$ cat src/verilog/lwrt_pkg.sv
// Overview of operation
// - counter advances on low-frequency oscillator edges
// - overflow forces whole-chip reset request
// - after reset: enabled, counting, longest interval
// - software may disable unless lock engaged
// - lock blocks disable/settings until system reset
// - overflow reset never drives external reset pin
package lwrt_pkg;

   // -----------------------------------------------------------------
   // counter geometry
   // -----------------------------------------------------------------
   localparam int SEL_W = 3;
   localparam int BASE_BITS = 10;
   localparam int CNT_W = 17;
   localparam logic [SEL_W-1:0] SEL_MAX = 3'h7;
   localparam logic [SEL_W-1:0] SEL_RESET = SEL_MAX;

   // -----------------------------------------------------------------
   // reset request hold, in system clock cycles
   // -----------------------------------------------------------------
   localparam int RST_HOLD_CYCLES = 16;
   localparam int HOLD_W = 5;

   typedef enum logic [1:0] {
      ST_STOPPED,
      ST_COUNTING,
      ST_RESETTING
   } lwrt_state_t;

endpackage

$ cat src/verilog/lwrt_lfo_edge.sv
`timescale 1ns/1ps
module lwrt_lfo_edge
   import lwrt_pkg::*;
(
   input wire logic clk_sys,
   input wire logic rst_n,
   input wire logic clkEn,
   input wire logic lowFreqOsc,
   output logic lfoTick
);

   logic lfoPrev_r;
   logic lfoPrev_nxt;

   // -----------------------------------------------------------------
   // rising edge of the slow oscillator
   // -----------------------------------------------------------------
   // previous level; frozen when clock enable is low
   always_comb begin
      lfoPrev_nxt = clkEn ? lowFreqOsc : lfoPrev_r;
   end

   always_ff @(posedge clk_sys or negedge rst_n) begin
      if (!rst_n) begin
         lfoPrev_r <= 1'b0;
      end else begin
         lfoPrev_r <= lfoPrev_nxt;
      end
   end

   // one system cycle per oscillator edge
   assign lfoTick = clkEn & lowFreqOsc & ~lfoPrev_r;

endmodule // lwrt_lfo_edge

$ cat src/verilog/lwrt_top.sv
`timescale 1ns/1ps
module lwrt_top
   import lwrt_pkg::*;
(
   input wire logic clk_sys,
   input wire logic rst_n,
   input wire logic clkEn,
   input wire logic lowFreqOsc,
   input wire logic restartPulse,
   input wire logic disablePulse,
   input wire logic enablePulse,
   input wire logic lockPulse,
   input wire logic selWrite,
   input wire logic [SEL_W-1:0] selData,
   output logic chipResetReq,
   output logic rstPinOut,
   output logic rstPinOe,
   output logic wdRunning,
   output logic wdLocked,
   output logic [SEL_W-1:0] timeoutSel,
   output logic [CNT_W-1:0] countValue
);

   // -----------------------------------------------------------------
   // state
   // -----------------------------------------------------------------
   lwrt_state_t state_r;
   lwrt_state_t state_nxt;
   logic [CNT_W-1:0] count_r;
   logic [CNT_W-1:0] count_nxt;
   logic [SEL_W-1:0] sel_r;
   logic [SEL_W-1:0] sel_nxt;
   logic locked_r;
   logic locked_nxt;
   logic [HOLD_W-1:0] hold_r;
   logic [HOLD_W-1:0] hold_nxt;
   logic resetReq_r;
   logic resetReq_nxt;
   logic lfoTick;
   logic [CNT_W-1:0] limit;

   // terminal count table and decoded commands, one cycle wide
   logic [CNT_W-1:0] limitTab [0:(1<<SEL_W)-1];
   logic isCounting;
   logic doStart;
   logic doDisable;
   logic doRestart;
   logic doTick;
   logic overflow;
   logic holdDone;

   // -----------------------------------------------------------------
   // oscillator edge detector
   // -----------------------------------------------------------------
   lwrt_lfo_edge lwrt_lfo_edge_i (
      .clk_sys(clk_sys),
      .rst_n(rst_n),
      .clkEn(clkEn),
      .lowFreqOsc(lowFreqOsc),
      .lfoTick(lfoTick)
   );

   // terminal counts 2^(BASE_BITS+sel) - 1, one entry per select value
   // the longest entry fills the counter exactly
   for (genvar g = 0; g < (1 << SEL_W); g++) begin : g_limit
      assign limitTab[g] = {CNT_W{1'b1}} >> (CNT_W - BASE_BITS - g);
   end

   assign limit = limitTab[sel_r];

   // -----------------------------------------------------------------
   // command decode, shared by the state groups below
   // -----------------------------------------------------------------
   // while counting: disable beats restart, restart beats a tick
   assign isCounting = (state_r == ST_COUNTING);
   // locking also means locked on: a stopped counter resumes
   assign doStart = (state_r == ST_STOPPED) && (enablePulse || lockPulse);
   // a lock in the same cycle wins over a disable
   assign doDisable = isCounting && disablePulse && !locked_r
      && !lockPulse;
   // restart is ignored while stopped or while the request is out
   assign doRestart = isCounting && restartPulse && !doDisable;
   assign doTick = isCounting && lfoTick && !doDisable
      && !restartPulse;
   // the tick seen at terminal count is the overflow
   assign overflow = doTick && (count_r >= limit);
   // last cycle of the stretched request
   assign holdDone = (hold_r == '0);

   // -----------------------------------------------------------------
   // control state
   // -----------------------------------------------------------------
   // resetting lasts as long as the request stretcher runs
   always_comb begin
      state_nxt = state_r;
      unique case (state_r)
         ST_STOPPED: begin
            if (doStart) begin
               state_nxt = ST_COUNTING;
            end
         end
         ST_COUNTING: begin
            if (doDisable) begin
               state_nxt = ST_STOPPED;
            end else if (overflow) begin
               state_nxt = ST_RESETTING;
            end
         end
         ST_RESETTING: begin
            // the block is not reset by its own request
            if (holdDone) begin
               state_nxt = ST_COUNTING;
            end
         end
         default: begin
            // unused code: fall back to counting, never to stopped
            state_nxt = ST_COUNTING;
         end
      endcase
   end

   // comes up enabled and counting
   always_ff @(posedge clk_sys or negedge rst_n) begin
      if (!rst_n) begin
         state_r <= ST_COUNTING;
      end else if (clkEn) begin
         state_r <= state_nxt;
      end
   end

   // -----------------------------------------------------------------
   // chip reset request stretcher
   // -----------------------------------------------------------------
   // request held a fixed time so every domain sees it
   always_comb begin
      hold_nxt = hold_r;
      resetReq_nxt = resetReq_r;
      if (overflow) begin
         // overflow: raise the chip reset request
         resetReq_nxt = 1'b1;
         hold_nxt = HOLD_W'(RST_HOLD_CYCLES - 1);
      end else if (resetReq_r) begin
         if (holdDone) begin
            resetReq_nxt = 1'b0;
         end else begin
            hold_nxt = hold_r - 1'b1;
         end
      end
   end

   // released by reset; a restart cannot cut it short
   always_ff @(posedge clk_sys or negedge rst_n) begin
      if (!rst_n) begin
         hold_r <= '0;
         resetReq_r <= 1'b0;
      end else if (clkEn) begin
         hold_r <= hold_nxt;
         resetReq_r <= resetReq_nxt;
      end
   end

   // -----------------------------------------------------------------
   // supervision counter
   // -----------------------------------------------------------------
   // start, stop, restart and overflow all begin again from zero
   always_comb begin
      count_nxt = count_r;
      if (doStart || doDisable || doRestart || overflow) begin
         count_nxt = '0;
      end else if (doTick) begin
         count_nxt = count_r + 1'b1;
      end
   end

   // frozen with the rest of the block while clkEn is low
   always_ff @(posedge clk_sys or negedge rst_n) begin
      if (!rst_n) begin
         count_r <= '0;
      end else if (clkEn) begin
         count_r <= count_nxt;
      end
   end

   // -----------------------------------------------------------------
   // timeout select and lock
   // -----------------------------------------------------------------
   // lock only ever sets; it is cleared by rst_n alone
   always_comb begin
      locked_nxt = locked_r | lockPulse;
      sel_nxt = sel_r;
      // settings change only while unlocked; a write in the locking
      // cycle still lands, the lock guards from the next cycle on
      if (selWrite && !locked_r) begin
         sel_nxt = selData;
      end
   end

   // reset restores the longest interval and clears the lock
   always_ff @(posedge clk_sys or negedge rst_n) begin
      if (!rst_n) begin
         sel_r <= SEL_RESET;
         locked_r <= 1'b0;
      end else if (clkEn) begin
         sel_r <= sel_nxt;
         locked_r <= locked_nxt;
      end
   end

   // -----------------------------------------------------------------
   // outputs
   // -----------------------------------------------------------------
   // request straight from its flop: no glitch into the reset tree
   assign chipResetReq = resetReq_r;
   // the external reset pin is never driven by this block,
   // so a watchdog reset leaves the pin level to the board
   assign rstPinOut = 1'b0;
   assign rstPinOe = 1'b0;
   // status; running stays high while the request is out
   assign wdRunning = (state_r != ST_STOPPED);
   assign wdLocked = locked_r;
   assign timeoutSel = sel_r;
   assign countValue = count_r;

endmodule // lwrt_top

$ cat config.mk
export PLATFORM = sky130hd
export DESIGN_NAME = lwrt_top
export DESIGN_NICKNAME = d
export VERILOG_FILES = /design/src/verilog/lwrt_pkg.sv /design/src/verilog/lwrt_lfo_edge.sv /design/src/verilog/lwrt_top.sv
export SDC_FILE = /design/constraint.sdc
export NUM_CORES = 1
export LEC_CHECK = 0
export BUFFER_PORTS_ARGS = -buffer_cell sky130_fd_sc_hd__clkbuf_2
export CORE_MARGIN = 3
export CORE_UTILIZATION = 28
export CTS_CLUSTER_SIZE = 12
export DETAILED_ROUTE_END_ITERATION = 16
export PLACE_DENSITY = 0.55
export SLEW_MARGIN = 20
export SYNTH_ARGS = -nofsm -noshare
export SYNTH_HDL_FRONTEND = slang
export SYNTH_HIERARCHICAL = 1
export SYNTH_SLANG_ARGS = --single-unit
$ cat constraint.sdc
create_clock -name clk_sys -period 2.35 [get_ports clk_sys]
set_clock_uncertainty 0.2 [all_clocks]
set_input_delay 0.47 -clock clk_sys [delete_from_list [all_inputs] [get_ports clk_sys]]
set_output_delay 0.47 -clock clk_sys [all_outputs]
set_load 0.01 [all_outputs]
==> results of run 1 <==
==> routing by layer <==
metal  up-vias  GRT usage  part of all wire
met5         -          0                 0
met4         0     0.0418             0.011
met3         6     0.0312             0.037
met2        31      0.201              0.46
met1       776      0.177              0.49
li1        835          -                 -
==> state kept, by name, summed over array words and instances (netlist names) <==
signal	count
chipResetReq	1
countValue	17
hold_r	5
lwrt_lfo_edge_i/lfoPrev_r	1
state_r	2
timeoutSel	3
wdLocked	1
==> worst paths after layout <==
check                                           from                        end  slack [ns]  cells past startpoint
setup / recovery                       timeoutSel[2]              countValue[6]       -0.06                      7
hold reg to reg            lwrt_lfo_edge_i/lfoPrev_r  lwrt_lfo_edge_i/lfoPrev_r        0.31                      1
min in group clk_sys                      selData[0]              timeoutSel[0]        0.21                      2
max in group asynchronous                      rst_n              countValue[1]        1.39                      1
setup reg to reg                       timeoutSel[2]              countValue[6]       -0.06                      7
hold / removal                                 rst_n              countValue[6]        0.06                      1
==> synth_stat cells, types with 4 or more instances <==
master	instances
inv_1	5
nor4_1	8
or2_2	4
a21oi_1	6
clkbuf_1	4
dfstp_2	4
nand3_1	4
and2_1	5
ha_1	10
a21o_1	4
nor3_1	18
o21ai_0	6
nor2_1	6
xnor2_1	11
mux2_2	4
nand2_1	14
dfrtp_1	26
nand4_1	7
==> through the flow <==
step                      hold WS [ns]  area [um2]  setup slack (ns)  std cells  TNS (ns)
after floorplan                -0.0256        1870          -0.00897        191  -0.00897
after global placement           0.282        2290           -0.0715        317     -1.23
after detailed placement         0.293        2290            -0.105        317     -1.82
after CTS                       0.0900        2420           -0.0689        326    -0.162
after global routing             0.116        2480            -0.180        327     -2.34
final                           0.0601        2480           -0.0622        327    -0.178
==> cells by family (layout without fill, tap and decap cells) <==
family | after synthesis | in the layout | share of synthesized area
DFF | 30 | 30 | 0.409
buffers and inverters | 15 | 76 | 0.0406
AOI/OAI and AO/OA | 31 | 31 | 0.118
adders and majority gates | 10 | 10 | 0.0678
xor gates and xnor gates | 11 | 11 | 0.0522
and+or+nand+nor | 87 | 87 | 0.278
muxes | 5 | 5 | 0.0325
other | 1 | 2 | 0.00203
==> report_power, final <==
group	leakage (nW)	internal, W	switching [W]
sequential	0.392	0.000537	0.0000219
clock	0.0472	0.000235	0.000204
combinational	0.714	0.0000736	0.0000807
total	1.15	0.000845	0.000307
==> critical path, stage by stage (launching register included) <==
cell and delay (ns):
dfstp_2 0.61, nand3_2 0.11, ha_4 0.28, nand4_1 0.13, or2_4 0.29, o31ai_4 0.30
nor2_4 0.07, a221o_1 0.30
==> final cells by class <==
type                            count  share of cell area
Timing Repair Buffer               63               0.161
Clock buffer                        6              0.0334
Multi-Input combinational cell    146               0.450
Tap cell                           75              0.0379
Sequential cell                    30               0.305
Clock inverter                      2             0.00505
Inverter                            5             0.00758
==> what timing repair did <==
item / 4_1_cts / 5_1_grt
resized for setup: 7 / 10
pin swaps: 8 / 7
hold buffers: 0 / 0
setup buffers: 1 / 1
endpoints found under the setup margin: 24 / 25
hold endpoints to repair: 0 / 0
==> cells in the final DEF, fill, tap and decap left out, types with 3 or more instances in the layout <==
master and n:
a211o_1 3, a21o_1 4, a21oi_1 4, and2_1 5
buf_4 26, buf_6 3, clkbuf_2 34, clkbuf_8 6
dfrtp_1 26, dfstp_2 4, ha_1 9, inv_1 5
mux2_2 4, nand2_1 14, nand3_1 3, nand4_1 7
nor2_1 5, nor3_1 16, nor4_1 7, nor4b_1 3
o21ai_0 5, or2_2 3, or3_1 3, xnor2_1 11
==> key figures, run 1 <==
Run status
  • Status: finished, violations left
  • Failing checks: negative setup slack

Timing
  • Fmax: 415 MHz
  • Tmin final: around 2.4 ns
  • Tcrit/Tclk final: 1.03
  • Final Hold Viols: 0
  • Final setup margin: -0.0622 ns
  • RSZ-0062 raised after global routing: yes
  • Worst-margin pin slew: roughly 0.93 ns
  • Setup Viol. Count Final: 6
  • Max-slew violations: 0
  • Slew margin rel.: 0.380

Worst setup path
  • Startpoint type of the worst setup path: flip-flop
  • Critical path endpoint category: flip-flop
  • Kind of critical path: reg2reg
  • WP data arrival: ~2.4 ns
  • Req. time, crit path: 2.32 ns
  • Crit-path max FO: 8

Finish
  • Nets: 273
  • Synth-to-Final Area Change: 34.1%
  • Layout cell share with drive strength beyond 1: 0.417
  • Number of fill cells: 622
  • Number of diodes: 0
  • Final core occ: 0.402
  • FF+latch area: roughly 760 um2
  • Area of the multi-input gates: around 1100 um2

Power and ir drop
  • Total chip power: about 0.0012 W
  • Pwr dens: 465 nW/um2
  • Peak supply drop: between 200 and 300 uV
  • Pleak: about 1.2 nW

Logic synthesis
  • Seq/Total Area, Yosys: 0.409
  • Area of the mapped netlist: 1850 um2
  • Syn_area_per_cell: 9.72 um2
  • Post-synth EDFFs: 0
  • Warnings from Yosys: 6
  • Synth area leader: dfrtp_1
  • #FFs+latches synth: 30
  • Ys async rst share: 1.00
  • Cell variety after synth: 48
  • Synth area leaders: dfrtp_1, ha_1, dfstp_2, xnor2_1, nor3_1
  • Top FF cell, synth: dfrtp_1
  • Post-synth top area share: 0.352
  • Cell count after synthesis: 190

Clocking
  • CTS sink cnt: 30
  • H-tree depth: 2
  • Cts bufs inserted: 5
  • Register clock-pin slew on the reported worst setup and hold paths: 0.07 ns
  • Clock root cell: clkbuf_8
  • CTS tree: built
  • Clk buf depth: 2
  • Skew-Pair Late Insertion Delay: 0.29 ns

GRT
  • Vias in the first global route: around 1600
  • Largest net degree at the start of global routing: 31
  • Overflow after GRT: 0
  • Initial antenna violation count: 0
  • GRT Resource Usage Total: 0.129
  • First-pass GRT wire length: roughly 7700 um

Detailed routing
  • First-pass DRT Iterations: 4
  • Final wirelength: 4600 um
  • Routed Antenna Nets: 0
  • Post-route DRC violation count: 0
  • DR vias: 1648
  • Initial DRC count: 79
  • Routed len/inst: 14.1 um
  • Vias/cell: 5.04

Floorplanning
  • Die area: 7610 um2
  • Core ar.: 6170 um2
  • Initial Utilization: 0.300
  • # IOs: 37
  • Die span in y: 87.2 um
  • Die Width: around 87 um
  • Row cnt: 28

Run
  • Max_cap viols: 0

Placed design
  • GP Congestion: 0.830
  • DP HPWL: between 3000 and 4000 um
  • Port Buffers: 34

Hold path
  • Hold WC Path Type: in2async
(Power assumes the default switching activity.)
==> inputs of run 2 (changes only) <==
REMOVE_ABC_BUFFERS = 1   (was unset)
==> key figures, run 2 (synthesis results as in run 1) <==
Clocking
  • Clk buf depth: 2
  • H-tree depth: 2
  • CTS sink cnt: 30
  • Clock root cell: clkbuf_8
  • Cts bufs inserted: 5
  • CTS tree: built
  • Register clock-pin slew on the reported worst setup and hold paths: 0.07 ns
  • Skew-Pair Late Insertion Delay: 0.29 ns

Worst setup path
  • Worst R2R Start: timeoutSel[2]
  • Capture point of the worst reg-to-reg path: countValue[6]
  • CP cell instances: nand3_1 -> ha_4 -> nand4_1 -> or2_4 -> o31ai_4 -> buf_4 -> nor3_1 -> a221o_1
  • CP max stage delay: approximately 0.57 ns
  • WP data arrival: 2.40 ns
  • Cell with the largest stage delay on the worst path: dfstp_2
  • FF-to-FF setup slack: -0.07 ns
  • Kind of critical path: reg2reg
  • Req. time, crit path: 2.33 ns
  • Startpoint type of the worst setup path: flip-flop
  • Crit-path max FO: 5
  • Critical path endpoint category: flip-flop
  • Worst Reg-to-Reg Cells: 8

Detailed routing
  • Post-route DRC violation count: 0
  • Final wirelength: approximately 5100 um
  • Vias/cell: 5.23
  • DR vias: 1753
  • Routed Antenna Nets: 0
  • Initial DRC count: 102
  • Routed len/inst: 15.4 um
  • First-pass DRT Iterations: 4

Floorplanning
  • Die span in y: 87.2 um
  • # IOs: 37
  • Die area: between 7000 and 8000 um2
  • Core ar.: 6170 um2
  • Initial Utilization: 0.300
  • Row cnt: 28
  • Die Width: 87.2 um

Power and ir drop
  • Pleak: 1.23 nW
  • Total chip power: 0.00134 W
  • Pwr dens: 497 nW/um2
  • Peak supply drop: 259 uV

GRT
  • Largest net degree at the start of global routing: 31
  • GRT Resource Usage Total: 0.144
  • Vias in the first global route: 1751
  • Initial antenna violation count: 0
  • Overflow after GRT: 0
  • First-pass GRT wire length: 8410 um

Timing
  • RSZ-0062 raised after global routing: yes
  • Fmax: around 410 MHz
  • Setup tns final: -0.244 ns
  • Tmin final: 2.42 ns
  • Hold Worst Slack: 0.0414 ns
  • Setup Viol. Count Final: 11
  • Final Hold Viols: 0
  • Tcrit/Tclk final: 1.03
  • Worst-margin pin slew: about 0.9 ns
  • Max-slew violations: 0
  • Final setup margin: -0.0678 ns
  • Slew margin rel.: 0.388

Run status
  • Status: finished, violations left
  • Failing checks: negative setup slack

Finish
  • Layout cell share with drive strength beyond 1: 0.473
  • Number of diodes: 0
  • Max reg flops: 17
  • Synth-to-Final Area Change: 45.7%
  • Most frequent cells in the layout: clkbuf_2, buf_4, dfrtp_1
  • Commonest non-fill, non-tap cell in the layout: clkbuf_2
  • Final core occ: 0.436
  • Nets: about 280

Placed design
  • DP HPWL: 3640 um
  • Port Buffers: 34
  • GP Congestion: 0.822

Run
  • Max_cap viols: 0

Hold path
  • Hold WC Path Type: in2async
-- run 2: cell count changes in the layout (fill, tap and decap cells not counted), sizes merged --
cell,previous run,this run
clkinvlp,1,0
buf,29,38
bufinv,0,1
clkinv,1,0
-- run 2: layout make-up --
type,instances,area [um2]
Clock buffer,6,82.6
Clock inverter,1,30.0
Fill cell,612,3470
Inverter,5,18.8
Multi-Input combinational cell,146,1220
Sequential cell,30,756
Tap cell,75,93.8
Timing Repair Buffer,72,489
-- run 2: how the worst max path moves through the flow --
stage                             start            end
after floorplan           timeoutSel[2]      hold_r[4]
after detailed placement  timeoutSel[2]  countValue[6]
after global routing      timeoutSel[2]  countValue[8]
after CTS                 timeoutSel[2]      hold_r[3]
after global placement    timeoutSel[2]  countValue[6]
final                     timeoutSel[2]  countValue[6]
-- run 2: where the power goes --
part           switching [W]  total [W]  leakage, nW  internal, W
registers          0.0000119   0.000548        0.392     0.000536
logic               0.000124   0.000246        0.778     0.000122
clock network       0.000204   0.000543       0.0573     0.000339
total               0.000340    0.00134         1.23     0.000998
-- run 2: metrics by stage --
stage / setup slack, ns / area [um2] / std cells
floorplan: -0.199 / 1790 / 181
global placement: -0.152 / 2300 / 321
detailed placement: -0.175 / 2300 / 321
CTS: -0.0585 / 2580 / 334
global route: -0.151 / 2690 / 335
finish: -0.0678 / 2690 / 335
-- run 2: worst max-delay path: cells and delay by family (launching register included) --
family | cells | cell delay, ns
DFF | 1 | 0.57
and+or+nand+nor | 4 | 0.56
AOI/OAI and AO/OA | 2 | 0.52
adders and majority gates | 1 | 0.30
buffers and inverters | 1 | 0.16
-- run 2: routing by layer --
layer  vias to the layer above  routed length (um)  track usage
li1                        844                   -            -
met1                       844                2290        0.191
met2                        57                2440        0.224
met3                         8                 330       0.0341
met4                         0                  82       0.0600
met5                         -                   0            0
-- run 2: timing repair --
action | 4_1_cts | 5_1_grt
pin swaps | 11 | 13
hold buffers | 0 | 0
endpoints found under the setup margin | 25 | 25
resized for setup | 25 | 19
endpoints found under the hold margin | 0 | 0
buffers inserted | 6 | 1
==> inputs of run 3 (changes only) <==
==> constraint.sdc (replaced) <==
create_clock -name clk_sys -period 2.1 [get_ports clk_sys]
set_clock_uncertainty 0.2 [all_clocks]
set_input_delay 0.42 -clock clk_sys [delete_from_list [all_inputs] [get_ports clk_sys]]
set_output_delay 0.42 -clock clk_sys [all_outputs]
set_load 0.005 [all_outputs]
==> key figures, run 3 (synthesis results as in run 1) <==
Timing
  • Tmin final: 2.40 ns
  • RSZ-0062 raised after global routing: yes
  • Slew margin rel.: 0.455
  • Fmax: about 420 MHz
  • Final setup margin: -0.300 ns
  • Worst-margin pin slew: 0.817 ns
  • Setup Viol. Count Final: 25
  • Hold Worst Slack: 0.172 ns
  • Max-slew violations: 0
  • Final Hold Viols: 0
  • Tcrit/Tclk final: 1.14

Clocking
  • CTS sink cnt: 30
  • Clock root cell: clkbuf_8
  • Register clock-pin slew on the reported worst setup and hold paths: 0.07 ns
  • Skew-Pair Late Insertion Delay: 0.29 ns
  • CTS tree: built
  • H-tree depth: 2
  • Cts bufs inserted: 5
  • Clk buf depth: 2

Placed design
  • DP HPWL: 3740 um
  • Pre-CTS setup slack: -0.444 ns
  • Port Buffers: 34
  • GP Congestion: roughly 0.8

Detailed routing
  • Routed len/inst: 14.9 um
  • DR vias: 1786
  • Initial DRC count: 55
  • First-pass DRT Iterations: 4
  • Routed Antenna Nets: 0
  • Post-route DRC violation count: 0
  • Final wirelength: roughly 5300 um
  • Vias/cell: 5.05

Hold path
  • Hold WC Path Type: in2reg
  • Hold_sp: selData[2]

Finish
  • Most frequent cells in the layout: buf_4, clkbuf_2, dfrtp_1
  • Synth-to-Final Area Change: 49.6%
  • Number of diodes: 0
  • Layout cell share with drive strength beyond 1: 0.516
  • Nets: 300
  • Commonest non-fill, non-tap cell in the layout: buf_4
  • Max reg flops: 17

GRT
  • First-pass GRT wire length: 8560 um
  • Initial antenna violation count: 0
  • Largest net degree at the start of global routing: 31
  • Vias in the first global route: ~1800
  • Overflow after GRT: 0
  • GRT Resource Usage Total: 0.145

Worst setup path
  • Startpoint type of the worst setup path: flip-flop
  • Worst R2R Start: timeoutSel[2]
  • FF-to-FF setup slack: -0.30 ns
  • CP cell instances: nand3_2 -> ha_4 -> nand4_1 -> or2_4 -> o31ai_4 -> buf_6 -> nor3_2 -> a221o_1
  • CP startpoint: timeoutSel[2]
  • Critical path endpoint category: flip-flop
  • Crit-path max FO: 5
  • Req. time, crit path: 2.07 ns
  • Cell with the largest stage delay on the worst path: dfstp_2
  • CP max stage delay: between 0.5 and 0.6 ns
  • WP data arrival: approximately 2.4 ns
  • Kind of critical path: reg2reg

Power and ir drop
  • Pleak: 1.31 nW
  • Peak supply drop: 218 uV
  • Pwr dens: 488 nW/um2
  • Total chip power: 0.00135 W

Floorplanning
  • Initial Utilization: 0.300
  • Die span in y: 87.2 um
  • Row cnt: 28
  • Die Width: roughly 87 um
  • Die area: ~7600 um2
  • # IOs: 37
  • Core ar.: 6170 um2

Run status
  • Status: finished, violations left
  • Failing checks: negative setup slack

Run
  • Max_cap viols: 0
==> run 3: report_power, final <==
group / internal, W / switching, W
clock network: 0.000264 / 0.000224
registers: 0.000601 / 0.0000170
logic: 0.000127 / 0.000115
total: 0.000992 / 0.000356
==> run 3: stage by stage <==
| step | util | area (um2) | instances | TNS, ns |
|---|---|---|---|---|
| 2_1_floorplan | - | 1790 | 181 | -8.86 |
| 3_3_place_gp | 0.392 | 2420 | 337 | -8.47 |
| 3_5_place_dp | 0.392 | 2420 | 337 | -8.84 |
| 4_1_cts | 0.427 | 2630 | 352 | -6.54 |
| 5_1_grt | 0.448 | 2760 | 354 | -8.34 |
| 6_report | 0.448 | 2760 | 354 | -5.87 |
==> run 3: final timing paths <==
kind	cells past startpoint	end
max	8	countValue[8]
min in group asynchronous	3	lwrt_lfo_edge_i/lfoPrev_r
min reg2reg	1	lwrt_lfo_edge_i/lfoPrev_r
min	2	timeoutSel[2]
max reg2reg	8	countValue[8]
max in group asynchronous	3	timeoutSel[0]
==> run 3: what timing repair did <==
action	4_1_cts	5_1_grt
gates cloned	2	0
hold buffers	1	0
setup buffers	4	2
endpoints found under the setup margin	25	25
resized for setup	18	21
pin swaps	10	11
endpoints found under the hold margin	26	0
==> run 3: critical path, delay by kind of cell, from the launching register on <==
family                     cells  cell delay [ns]
AOI/OAI and AO/OA              2             0.54
adders and majority gates      1             0.28
DFF                            1             0.58
and+or+nand+nor                4             0.53
buffers and inverters          1             0.15
==> run 3: routing by layer <==
layer,wire length (um),vias up,share of wire,global-route usage
met3,251,6,0.047,0.0322
met1,2520,849,0.48,0.193
met5,0,-,0,0
met4,57,0,0.011,0.0391
met2,2460,45,0.47,0.235
li1,-,886,-,-
==> run 3: layout make-up <==
type | instances | area (um2)
clock buffer | 7 | 86.3
tap | 75 | 93.8
inverter | 5 | 18.8
timing repair buffer | 90 | 609
multi-input combinational | 146 | 1190
fill | 612 | 3400
sequential | 30 | 756
clock inverter | 1 | 5.00
